===== config.mk =====
export PLATFORM = sky130hd
export DESIGN_NAME = complementary_generator
export DESIGN_NICKNAME = d
export VERILOG_FILES = /design/src/cwg_pkg.sv /design/src/complementary_generator.sv
export SDC_FILE = /design/constraint.sdc
export NUM_CORES = 1
export LEC_CHECK = 0
export BUFFER_PORTS_ARGS = -buffer_cell sky130_fd_sc_hd__clkbuf_2
export CORE_UTILIZATION = 49
export CTS_BUF_LIST = sky130_fd_sc_hd__clkbuf_16
export CTS_CLUSTER_DIAMETER = 40
export CTS_CLUSTER_SIZE = 10
export DETAILED_ROUTE_END_ITERATION = 10
export PLACE_DENSITY = 0.88
export SLEW_MARGIN = 15
export SYNTH_ARGS = -nofsm -noshare
export SYNTH_HDL_FRONTEND = slang
export SYNTH_SLANG_ARGS = --single-unit

===== constraint.sdc =====
create_clock -name CLK -period 2.3 [get_ports CLK]
set_clock_uncertainty 0.05 [all_clocks]
set_input_delay 0.46 -clock CLK [delete_from_list [all_inputs] [get_ports CLK]]
set_output_delay 0.46 -clock CLK [all_outputs]
set_load 0.1 [all_outputs]

===== src/cwg_pkg.sv =====
// constants, register map and field layout of the complementary generator
package cwg_pkg;
    localparam int DATA_W = 32;
    localparam int ADDR_W = 5;
    localparam int DB_W = 6;
    localparam int NUM_RAW = 7;

    // register byte addresses
    localparam logic [4:0] ADDR_GEN_CTRL = 5'h00;
    localparam logic [4:0] ADDR_OVR_SRC = 5'h04;
    localparam logic [4:0] ADDR_SD_CTRL = 5'h08;
    localparam logic [4:0] ADDR_DB_RISE = 5'h0c;
    localparam logic [4:0] ADDR_DB_FALL = 5'h10;

    // generator_control fields
    localparam int BIT_ENABLE = 7;
    localparam int BIT_INV_B = 4;
    localparam int BIT_INV_A = 3;
    localparam int BIT_CLK_SEL = 0;
    localparam logic [7:0] GEN_CTRL_MASK = 8'h99;
    localparam logic [7:0] GEN_CTRL_RESET = 8'h00;

    // override_and_source_select fields
    localparam int LVL_B_LSB = 6;
    localparam int LVL_A_LSB = 4;
    localparam int SRC_LSB = 0;
    localparam logic [7:0] OVR_SRC_MASK = 8'hf7;
    localparam logic [2:0] SRC_RESET = 3'h0;

    // shutdown_control fields
    localparam int BIT_EVENT = 7;
    localparam int BIT_AUTO_RESTART = 6;
    localparam int BIT_SD_COMP2 = 3;
    localparam int BIT_SD_COMP1 = 2;
    localparam int BIT_SD_PIN = 1;
    localparam logic [7:0] SD_CTRL_RESET = 8'h00;

    // override level encodings
    localparam logic [1:0] LVL_INACTIVE = 2'h0;
    localparam logic [1:0] LVL_TRISTATE = 2'h1;
    localparam logic [1:0] LVL_LOW = 2'h2;
    localparam logic [1:0] LVL_HIGH = 2'h3;

    // input source select codes
    localparam logic [2:0] SRC_COMP1 = 3'h0;
    localparam logic [2:0] SRC_COMP2 = 3'h1;
    localparam logic [2:0] SRC_PWM1 = 3'h2;
    localparam logic [2:0] SRC_PWM2 = 3'h3;
    localparam logic [2:0] SRC_PWM3 = 3'h4;
    localparam logic [2:0] SRC_PWM4 = 3'h5;
    localparam logic [2:0] SRC_PIN = 3'h6;

    // bit positions in the raw input vector
    localparam int RAW_COMP1 = 0;
    localparam int RAW_COMP2 = 1;
    localparam int RAW_PWM1 = 2;
    localparam int RAW_PIN = 6;

    localparam logic [1:0] RESP_OKAY = 2'h0;
    localparam logic [1:0] RESP_SLVERR = 2'h2;
endpackage : cwg_pkg


===== src/complementary_generator.sv =====
// complementary waveform generator with dead band and auto-shutdown, AXI4-Lite registers
module complementary_generator #(
    parameter int SYNC_STAGES = 2
) (
    input wire logic CLK,
    input wire logic RESET,
    input wire logic CE,
    input wire logic [cwg_pkg::ADDR_W-1:0] S_AXI_AWADDR,
    input wire logic S_AXI_AWVALID,
    output logic S_AXI_AWREADY,
    input wire logic [cwg_pkg::DATA_W-1:0] S_AXI_WDATA,
    input wire logic [3:0] S_AXI_WSTRB,
    input wire logic S_AXI_WVALID,
    output logic S_AXI_WREADY,
    output logic [1:0] S_AXI_BRESP,
    output logic S_AXI_BVALID,
    input wire logic S_AXI_BREADY,
    input wire logic [cwg_pkg::ADDR_W-1:0] S_AXI_ARADDR,
    input wire logic S_AXI_ARVALID,
    output logic S_AXI_ARREADY,
    output logic [cwg_pkg::DATA_W-1:0] S_AXI_RDATA,
    output logic [1:0] S_AXI_RRESP,
    output logic S_AXI_RVALID,
    input wire logic S_AXI_RREADY,
    input wire logic SYS_OSC_TICK,
    input wire logic FAST_OSC_TICK,
    input wire logic COMP1_ASYNC_OUT,
    input wire logic COMP2_ASYNC_OUT,
    input wire logic [3:0] PWM_OUT,
    input wire logic GENERATOR_INPUT_PIN,
    output logic OUTPUT_A,
    output logic OUTPUT_A_OE,
    output logic OUTPUT_B,
    output logic OUTPUT_B_OE
);
    initial begin
        if (SYNC_STAGES < 2) begin
            $error("SYNC_STAGES must be at least 2");
        end
    end

    function automatic logic mapped(input logic [cwg_pkg::ADDR_W-1:0] a);
        mapped = (a == cwg_pkg::ADDR_GEN_CTRL) || (a == cwg_pkg::ADDR_OVR_SRC) ||
                 (a == cwg_pkg::ADDR_SD_CTRL) || (a == cwg_pkg::ADDR_DB_RISE) ||
                 (a == cwg_pkg::ADDR_DB_FALL);
    endfunction : mapped

    // registers
    logic [7:0] gen_ctrl_r;
    logic [1:0] lvl_b_r;
    logic [1:0] lvl_a_r;
    logic [2:0] src_sel_r;
    logic event_r;
    logic [6:0] sd_bits_r;
    logic [cwg_pkg::DB_W-1:0] db_rise_r;
    logic [cwg_pkg::DB_W-1:0] db_fall_r;

    // bus state
    logic aw_held_r;
    logic w_held_r;
    logic [cwg_pkg::ADDR_W-1:0] aw_addr_r;
    logic [7:0] w_data_r;
    logic w_lane0_r;
    logic bvalid_r;
    logic [1:0] bresp_r;
    logic rvalid_r;
    logic [1:0] rresp_r;
    logic [cwg_pkg::DATA_W-1:0] rdata_r;

    logic wr_fire;
    logic wr_en;
    logic [7:0] rd_byte;

    assign S_AXI_AWREADY = !aw_held_r && !bvalid_r;
    assign S_AXI_WREADY = !w_held_r && !bvalid_r;
    assign S_AXI_BVALID = bvalid_r;
    assign S_AXI_BRESP = bresp_r;
    assign S_AXI_ARREADY = !rvalid_r;
    assign S_AXI_RVALID = rvalid_r;
    assign S_AXI_RRESP = rresp_r;
    assign S_AXI_RDATA = rdata_r;

    // the write commits the cycle after both halves are held
    assign wr_fire = aw_held_r && w_held_r && !bvalid_r;
    assign wr_en = wr_fire && w_lane0_r;

    always_ff @(posedge CLK) begin
        if (RESET) begin
            aw_held_r <= 1'b0;
            w_held_r <= 1'b0;
            aw_addr_r <= '0;
            w_data_r <= 8'h00;
            w_lane0_r <= 1'b0;
            bvalid_r <= 1'b0;
            bresp_r <= cwg_pkg::RESP_OKAY;
        end else if (CE) begin
            if (S_AXI_AWVALID && S_AXI_AWREADY) begin
                aw_held_r <= 1'b1;
                aw_addr_r <= S_AXI_AWADDR;
            end
            if (S_AXI_WVALID && S_AXI_WREADY) begin
                w_held_r <= 1'b1;
                w_data_r <= S_AXI_WDATA[7:0];
                w_lane0_r <= S_AXI_WSTRB[0];
            end
            if (wr_fire) begin
                aw_held_r <= 1'b0;
                w_held_r <= 1'b0;
                bvalid_r <= 1'b1;
                bresp_r <= mapped(aw_addr_r) ? cwg_pkg::RESP_OKAY : cwg_pkg::RESP_SLVERR;
            end else if (bvalid_r && S_AXI_BREADY) begin
                bvalid_r <= 1'b0;
            end
        end
    end

    // read mux, unimplemented bits come back as zero
    always_comb begin
        case (S_AXI_ARADDR)
            cwg_pkg::ADDR_GEN_CTRL: rd_byte = gen_ctrl_r;
            cwg_pkg::ADDR_OVR_SRC: rd_byte = {lvl_b_r, lvl_a_r, 1'b0, src_sel_r};
            cwg_pkg::ADDR_SD_CTRL: rd_byte = {event_r, sd_bits_r};
            cwg_pkg::ADDR_DB_RISE: rd_byte = {2'h0, db_rise_r};
            cwg_pkg::ADDR_DB_FALL: rd_byte = {2'h0, db_fall_r};
            default: rd_byte = 8'h00;
        endcase
    end

    always_ff @(posedge CLK) begin
        if (RESET) begin
            rvalid_r <= 1'b0;
            rresp_r <= cwg_pkg::RESP_OKAY;
            rdata_r <= '0;
        end else if (CE) begin
            if (S_AXI_ARVALID && S_AXI_ARREADY) begin
                rvalid_r <= 1'b1;
                rdata_r <= {24'h000000, rd_byte};
                rresp_r <= mapped(S_AXI_ARADDR) ? cwg_pkg::RESP_OKAY : cwg_pkg::RESP_SLVERR;
            end else if (rvalid_r && S_AXI_RREADY) begin
                rvalid_r <= 1'b0;
            end
        end
    end

    // control bits with a defined reset
    always_ff @(posedge CLK) begin
        if (RESET) begin
            gen_ctrl_r <= cwg_pkg::GEN_CTRL_RESET;
            src_sel_r <= cwg_pkg::SRC_RESET;
            sd_bits_r <= cwg_pkg::SD_CTRL_RESET[6:0];
        end else if (CE && wr_en) begin
            case (aw_addr_r)
                cwg_pkg::ADDR_GEN_CTRL: gen_ctrl_r <= w_data_r & cwg_pkg::GEN_CTRL_MASK;
                cwg_pkg::ADDR_OVR_SRC: src_sel_r <= w_data_r[cwg_pkg::SRC_LSB +: 3];
                cwg_pkg::ADDR_SD_CTRL: sd_bits_r <= w_data_r[6:0] & 7'h4e;
                default: begin
                end
            endcase
        end
    end

    // levels and dead-band counts keep their value across reset on purpose
    always_ff @(posedge CLK) begin
        if (CE && wr_en) begin
            case (aw_addr_r)
                cwg_pkg::ADDR_OVR_SRC: begin
                    lvl_b_r <= w_data_r[cwg_pkg::LVL_B_LSB +: 2];
                    lvl_a_r <= w_data_r[cwg_pkg::LVL_A_LSB +: 2];
                end
                cwg_pkg::ADDR_DB_RISE: db_rise_r <= w_data_r[cwg_pkg::DB_W-1:0];
                cwg_pkg::ADDR_DB_FALL: db_fall_r <= w_data_r[cwg_pkg::DB_W-1:0];
                default: begin
                end
            endcase
        end
    end

    // input synchronisers; the first stage feeds only the next stage
    logic [cwg_pkg::NUM_RAW-1:0] raw_in;
    logic [cwg_pkg::NUM_RAW-1:0] sync_r [SYNC_STAGES];
    logic [cwg_pkg::NUM_RAW-1:0] in_s;

    assign raw_in = {GENERATOR_INPUT_PIN, PWM_OUT, COMP2_ASYNC_OUT, COMP1_ASYNC_OUT};
    assign in_s = sync_r[SYNC_STAGES-1];

    genvar gs;
    generate
        for (gs = 0; gs < SYNC_STAGES; gs++) begin : g_sync
            always_ff @(posedge CLK) begin
                if (RESET) begin
                    sync_r[gs] <= '0;
                end else if (CE) begin
                    sync_r[gs] <= (gs == 0) ? raw_in : sync_r[(gs == 0) ? 0 : gs-1];
                end
            end
        end
    endgenerate

    function automatic logic shut_req(input logic [cwg_pkg::NUM_RAW-1:0] v,
                                      input logic [6:0] en);
        shut_req = (en[cwg_pkg::BIT_SD_COMP2] && v[cwg_pkg::RAW_COMP2]) ||
                   (en[cwg_pkg::BIT_SD_COMP1] && v[cwg_pkg::RAW_COMP1]) ||
                   (en[cwg_pkg::BIT_SD_PIN] && v[cwg_pkg::RAW_PIN]);
    endfunction : shut_req

    logic shut_raw;
    logic shut_s;
    assign shut_raw = shut_req(raw_in, sd_bits_r);
    assign shut_s = shut_req(in_s, sd_bits_r);

    // shutdown event flag; a hardware set wins over any clear in the same cycle
    always_ff @(posedge CLK) begin
        if (RESET) begin
            event_r <= 1'b0;
        end else if (CE) begin
            if (shut_s) begin
                event_r <= 1'b1;
            end else if (wr_en && aw_addr_r == cwg_pkg::ADDR_SD_CTRL) begin
                event_r <= w_data_r[cwg_pkg::BIT_EVENT];
            end else if (sd_bits_r[cwg_pkg::BIT_AUTO_RESTART]) begin
                event_r <= 1'b0;
            end
        end
    end

    // source selection and edge detection on the synchronised source
    logic src_s;
    logic src_d_r;
    logic rise;
    logic fall;
    logic tick;

    always_comb begin
        case (src_sel_r)
            cwg_pkg::SRC_COMP1: src_s = in_s[cwg_pkg::RAW_COMP1];
            cwg_pkg::SRC_COMP2: src_s = in_s[cwg_pkg::RAW_COMP2];
            cwg_pkg::SRC_PWM1, cwg_pkg::SRC_PWM2, cwg_pkg::SRC_PWM3, cwg_pkg::SRC_PWM4:
                src_s = in_s[cwg_pkg::RAW_PWM1 + int'(src_sel_r - cwg_pkg::SRC_PWM1)];
            cwg_pkg::SRC_PIN: src_s = in_s[cwg_pkg::RAW_PIN];
            default: src_s = 1'b0;
        endcase
    end

    assign rise = src_s && !src_d_r;
    assign fall = !src_s && src_d_r;
    assign tick = gen_ctrl_r[cwg_pkg::BIT_CLK_SEL] ? FAST_OSC_TICK : SYS_OSC_TICK;

    logic enabled;
    assign enabled = gen_ctrl_r[cwg_pkg::BIT_ENABLE];

    // overrides stay until the first source rising edge after the flag drops
    logic hold_r;
    always_ff @(posedge CLK) begin
        if (RESET) begin
            src_d_r <= 1'b0;
            hold_r <= 1'b1;
        end else if (CE) begin
            src_d_r <= src_s;
            if (event_r || !enabled) begin
                hold_r <= 1'b1;
            end else if (rise) begin
                hold_r <= 1'b0;
            end
        end
    end

    // dead-band timing: each edge starts its own counter from zero
    logic a_on_r;
    logic b_on_r;
    logic rise_busy_r;
    logic fall_busy_r;
    logic [cwg_pkg::DB_W-1:0] rise_cnt_r;
    logic [cwg_pkg::DB_W-1:0] fall_cnt_r;

    always_ff @(posedge CLK) begin
        if (RESET) begin
            a_on_r <= 1'b0;
            b_on_r <= 1'b0;
            rise_busy_r <= 1'b0;
            fall_busy_r <= 1'b0;
            rise_cnt_r <= '0;
            fall_cnt_r <= '0;
        end else if (CE) begin
            if (!enabled) begin
                a_on_r <= 1'b0;
                b_on_r <= 1'b0;
                rise_busy_r <= 1'b0;
                fall_busy_r <= 1'b0;
            end else if (rise) begin
                b_on_r <= 1'b0;
                fall_busy_r <= 1'b0;
                rise_cnt_r <= '0;
                a_on_r <= (db_rise_r == '0);
                rise_busy_r <= (db_rise_r != '0);
            end else if (fall) begin
                a_on_r <= 1'b0;
                rise_busy_r <= 1'b0;
                fall_cnt_r <= '0;
                b_on_r <= (db_fall_r == '0);
                fall_busy_r <= (db_fall_r != '0);
            end else if (tick) begin
                // an edge lands between ticks, so the wait is n-1 to n ticks
                if (rise_busy_r) begin
                    rise_cnt_r <= rise_cnt_r + 1'b1;
                    if (rise_cnt_r + 1'b1 == db_rise_r) begin
                        a_on_r <= 1'b1;
                        rise_busy_r <= 1'b0;
                    end
                end
                if (fall_busy_r) begin
                    fall_cnt_r <= fall_cnt_r + 1'b1;
                    if (fall_cnt_r + 1'b1 == db_fall_r) begin
                        b_on_r <= 1'b1;
                        fall_busy_r <= 1'b0;
                    end
                end
            end
        end
    end

    // raw fault inputs reach the pins without waiting for the synchroniser
    logic override;
    assign override = event_r || shut_raw || hold_r;

    function automatic logic [1:0] drive(input logic on, input logic inv,
                                         input logic [1:0] lvl, input logic ovr);
        // result is {output enable, level}
        if (!ovr) begin
            drive = {1'b1, on ^ inv};
        end else begin
            case (lvl)
                cwg_pkg::LVL_HIGH: drive = 2'b11;
                cwg_pkg::LVL_LOW: drive = 2'b10;
                cwg_pkg::LVL_TRISTATE: drive = 2'b00;
                default: drive = {1'b1, inv};
            endcase
        end
    endfunction : drive

    logic [1:0] drv_a;
    logic [1:0] drv_b;
    assign drv_a = drive(a_on_r, gen_ctrl_r[cwg_pkg::BIT_INV_A], lvl_a_r, override);
    assign drv_b = drive(b_on_r, gen_ctrl_r[cwg_pkg::BIT_INV_B], lvl_b_r, override);

    // a disabled module releases both pins and shows them low
    assign OUTPUT_A = enabled && drv_a[0];
    assign OUTPUT_A_OE = enabled && drv_a[1];
    assign OUTPUT_B = enabled && drv_b[0];
    assign OUTPUT_B_OE = enabled && drv_b[1];
endmodule : complementary_generator


# Word level (Yosys, flattened, before mapping)

Memory sizes are Yosys's and may differ from the RTL's.
Cells that the tools add are included.

Add/subtract/negate cells: 4
$lt $le $gt $ge: 1
Eq/ne operators: 28
Muxes and demuxes: 63
Bitwise operators: 5
Reduce and logical (&&, ||, !) cells: 84

Operators by type and width:

| kind                | number |
|---|---|
| $mux 1              | 45 |
| $mux 6              | 7 |
| $pmux 8 s5          | 1 |
| $reduce_and 2->1    | 16 |
| $logic_and 1x1->1   | 24 |
| $eq 5x4->1 const B  | 4 |
| $ne 4x1->1 const B  | 5 |
| $reduce_bool 2->1   | 9 |
| $logic_or 1x1->1    | 15 |
| $mux 7              | 2 |
| $add 6x1->6 const B | 2 |
| $eq 6x6->1          | 2 |
| $logic_not 6->1     | 2 |
| $pmux 2 s3          | 2 |
| $reduce_bool 6->1   | 2 |
| $eq 5x3->1 const B  | 2 |
| $eq 5x5->1 const B  | 2 |
| $logic_not 5->1     | 2 |
| $reduce_and 5->1    | 2 |
| $eq 3x3->1 const B  | 3 |
| $eq 2x2->1 const B  | 4 |
| $mux 2              | 4 |
| $reduce_and 4->1    | 2 |
| $logic_not 1->1     | 7 |
| 15 further kinds    | 19 |

Register bits: 76
RAM bits: 14
Input bits: 63
Output and inout bits: 45
Word-level logic and storage cells: 212
Memories: 1

Memory list:

| memory | depth | width | read ports | clocked after Yosys merged registers in | wr ports | RTL line                       | text |
|---|---|---|---|---|---|---|---|
| sync_r | 2     | 7     | 2          | 0                                       | 2        | complementary_generator.sv:180 | `logic [cwg_pkg::NUM_RAW-1:0] sync_r [SYNC_STAGES];` |

# Logic depth before layout (Yosys ltp)

Depth in word-level cells: 11
Mapped depth: 9
Gate-level depth less buffers: 8

# Least setup slack after synthesis

No wires, ideal clock.

Path type: input port to output port
Start: input port COMP1_ASYNC_OUT
End: output port OUTPUT_A
Arrival: 3593 ps
Path slack: -1803 ps
Stages: 4
Path buffers: 0
Cells stage by stage: a22o_1 -> a2111oi_2 -> a211oi_1 -> a211oi_1

Cells in the longest elaborated chain, start to end: 7

Ends and longest elaborated chain:

| item                           | RTL line                       | text |
|---|---|---|
| start, declared                | complementary_generator.sv:27  | `input wire logic COMP1_ASYNC_OUT,` |
| $logic_and 1x1->1              | complementary_generator.sv:202 | `(en[cwg_pkg::BIT_SD_COMP1] && v[cwg_pkg::RAW_COMP1]) \|\|` |
| $logic_or 1x1->1               | complementary_generator.sv:201 | `shut_req = (en[cwg_pkg::BIT_SD_COMP2] && v[cwg_pkg::RAW_COMP2]) \|\|` |
| $logic_or 1x1->1               | complementary_generator.sv:202 |  |
| $logic_or 1x1->1 (2 in series) | complementary_generator.sv:323 | `assign override = event_r \|\| shut_raw \|\| hold_r;` |
| $mux 2                         | complementary_generator.sv:328 | `if (!ovr) begin` |
| $logic_and 1x1->1              | complementary_generator.sv:346 | `assign OUTPUT_A = enabled && drv_a[0];` |
| end, declared                  | complementary_generator.sv:31  | `output logic OUTPUT_A,` |

Every way passes these cells.

# Worst setup path after layout

Start: register sd_bits_r[2]
End: output port OUTPUT_A_OE

Cells in the longest elaborated chain, start to end: 7

Ends and longest elaborated chain:

| item                           | RTL line                       | text |
|---|---|---|
| start, declared                | complementary_generator.sv:54  | `logic [6:0] sd_bits_r;` |
| start signal, assigned         | complementary_generator.sv:150 | `sd_bits_r <= cwg_pkg::SD_CTRL_RESET[6:0];` |
| start signal, assigned         | complementary_generator.sv:155 | `cwg_pkg::ADDR_SD_CTRL: sd_bits_r <= w_data_r[6:0] & 7'h4e;` |
| $logic_and 1x1->1              | complementary_generator.sv:202 |  |
| $logic_or 1x1->1               | complementary_generator.sv:201 |  |
| $logic_or 1x1->1               | complementary_generator.sv:202 |  |
| $logic_or 1x1->1 (2 in series) | complementary_generator.sv:323 |  |
| $mux 2                         | complementary_generator.sv:328 |  |
| $logic_and 1x1->1              | complementary_generator.sv:347 | `assign OUTPUT_A_OE = enabled && drv_a[1];` |
| end, declared                  | complementary_generator.sv:32  | `output logic OUTPUT_A_OE,` |

Every way passes these cells.

==> results.ini <==
[run_status]
run_status=finished with violations
failed_checks=DRC

[setup_path]
cp.required_ps=1790
crit_arrival_ps=1790
critPathCaptureType=output pin
endpoint=OUTPUT_A_OE
rrSetupSlack_ps=20
criticalPathCategory=reg2out
crit_fanout=4
crit_start=sd_bits_r[2]$_SDFFE_PP0P_
rr_endpoint=fall_cnt_r[5]$_SDFFE_PP0P_
cp-start-kind=flop
reg2reg_from=src_sel_r[1]$_SDFFE_PP0P_
rr_worst_depth=10

[pwr]
power.switching_mw=1.01
power_density_nw_per_um2=662
p_int_mw=2.58
ir_drop_v=0.000637
p_leak_nw=2.05
p_sw_share_pct=28.2
pwr-share-clk_pct=40.9
p_seq_share_pct=46.5
combPwrFrac_pct=12.6

[final_layout]
drive_gt1_share_pct=27.9
num-nets-final=599
diodes=0
syn2layout_area_growth_pct=21.3
num-fill-cells=679
final_common_cell=dfxtp_1
final_cell_mix=dfxtp_1, clkbuf_2, nand2_1, nor2_1, buf_4
fin_util_pct=61.7
multi_input_area_sq_um=2310
regArea_sq_um=2070

[yosys]
asyncSetResetFlopFracSynth_pct=0
synth_ff_type=dfxtp_1
syn_area_per_cell_sq_um=9.79
ys_seq_area_share_pct=46.0
syn_area_sq_um=4480
synth_area_leader_cell=dfxtp_1
yosysTopAreaCellShare_pct=25.9
synth_edf_count=30
ys_warn_count=0
ys_types=72
synth_area_leaders=dfxtp_1, edfxtp_1, buf_4, mux2i_1, nand2_1
syn_inst=458
ys_ff_latch=88

[timing]
hold_violations=0
period_share_pct=99.9
rsz0062_at_grt=true
min_period_ps=2300
drv_slew=0
finalWorstSetupSlack_ps=1.48
worst_slew_pin_slew_ps=642
fmax_ghz=0.435
setup_viol=0
relSlewSlack_pct=57.1

[routing]
vias=3708
avgRoutedWirePerCell_um=16.9
drc=8
firstDrtPassIters=8
viasPerCell=5.74
antenna_left=0
wl_um=10900
drt_iter0_drc=234

[run]
drv_cap=0

[floorplanning]
dieHeight_um=97.6
std_cell_rows=34
die_w_um=97.6
core-area_sq_um=8810
pin_count=108
dieArea_sq_um=9530
initial_utilization_pct=50.9

[global_routing]
grt.overflow.total=0
grt_max_degree=25
grt_pass1_vias=3618
grt_pass1_wl_um=17600
antenna_found_initial=0
track_usage_pct=23.7

[clock_network]
clk_pin_slew_ps=70
cts_tree=done
insertion_delay_ps=340
h-tree-depth=3
cts_hold_buffers=0
cts_buffers=9
cts_buffer_depth=2
cts_sinks=88
root_buffer=clkbuf_16

[placed_design]
gp_congestion=0.878
dp_hpwl_um=7730
numPortBuffers=54
pre_cts_ws_ps=-29.7

[min_path]
hp-class=in2reg

==> layer usage <==
| metal | track usage (%) | share of wire [%] |
|---|---|---|
| met3 | 5.61 | 5.7 |
| met4 | 8.86 | 3.1 |
| met1 | 25.8 | 38 |
| met5 | 0 | 0 |
| met2 | 44.2 | 53 |
==> worst max-delay path, stage by stage (launching register included) <==
cell and delay (ps):
dfxtp_4 350, a22o_4 260, a2111oi_4 180, buf_4 190, buf_4 110, nor3b_2 50
nor2_4 130, buf_12 180
==> cell families (layout without fill, tap and decap cells) <==
group / Yosys count / count (layout) / share of synthesized area [%]
buffers and inverters: 57 / 112 / 7.48
multiplexers: 25 / 25 / 5.72
XOR/XNOR: 19 / 19 / 4.02
AND/OR/NAND/NOR: 173 / 173 / 21.0
adder cells (fa/ha/maj): 4 / 4 / 1.06
AO/OA/AOI/OAI: 91 / 91 / 14.6
other: 1 / 26 / 0.0837
flip-flops: 88 / 88 / 46.0
==> Yosys cell counts (6+ instances only) <==
cell	n
a211oi_1	6
a21oi_1	29
a31oi_1	6
and2_1	18
and3_1	7
buf_4	28
clkbuf_1	14
dfxtp_1	58
edfxtp_1	30
inv_1	10
mux2i_1	20
nand2_1	50
nand3_1	14
nor2_1	44
nor3_1	6
o21ai_0	7
xnor2_1	12
xor2_1	6
==> power by group through the flow <==
| stage | clock network, mW | registers [mW] | logic (mW) |
|---|---|---|---|
| final | 1.47 | 1.67 | 0.454 |
| after global routing | 1.54 | 1.68 | 0.475 |
| after CTS | 1.48 | 1.67 | 0.449 |
| after detailed placement | 0 | 1.71 | 0.442 |
| after global placement | 0 | 1.70 | 0.432 |
| after floorplan | 0 | 1.72 | 0.371 |
==> worst min-delay path by stage <==
stage	to	cells after the start	startpoint
after floorplan	lvl_b_r[0]$_DFFE_PP_	0	w_data_r[6]$_SDFFE_PP0P_
after global placement	lvl_b_r[0]$_DFFE_PP_	0	w_data_r[6]$_SDFFE_PP0P_
after detailed placement	lvl_b_r[0]$_DFFE_PP_	0	w_data_r[6]$_SDFFE_PP0P_
after CTS	w_data_r[7]$_SDFFE_PP0P_	3	S_AXI_WDATA[7]
after global routing	w_data_r[0]$_SDFFE_PP0P_	3	S_AXI_WDATA[0]
final	w_data_r[7]$_SDFFE_PP0P_	3	S_AXI_WDATA[7]
==> cell type report <==
type	instances	area share [%]
clock inverter	7	1.29
tap	108	2.49
multi-input combinational	338	42.4
clock buffer	9	4.14
sequential	88	38.1
inverter	10	0.760
timing repair buffer	86	10.7
==> through the flow <==
| stage | hold slack [ps] | instances | TNS, ps | total power, mW | instance area, sq um |
|---|---|---|---|---|---|
| detailed placement | 407 | 623 | -53.9 | 2.15 | 5020 |
| floorplan | 380 | 483 | -656 | 2.09 | 4650 |
| global route | 304 | 646 | -482 | 3.69 | 5440 |
| CTS | 285 | 643 | -40.2 | 3.60 | 5400 |
| global placement | 398 | 623 | 0 | 2.14 | 5020 |
| finish | 287 | 646 | 0 | 3.60 | 5440 |
==> registers in the layout, summed over array words and instances, names as in the netlist, 2 cells and up <==
signal	flops
S_AXI_RDATA	8
aw_addr_r	5
db_fall_r	6
db_rise_r	6
fall_cnt_r	6
gen_ctrl_r	4
lvl_a_r	2
lvl_b_r	2
rise_cnt_r	6
sd_bits_r	4
src_sel_r	3
sync_r	14
w_data_r	8
==> repair_timing <==
action	CTS	global route
resized for setup	12	2
buffers inserted	4	3
pin swaps	4	5
gates cloned	0	0
endpoints found under the setup margin	8	16
hold endpoints to repair	0	0
Power figures use the tool's default switching activity.
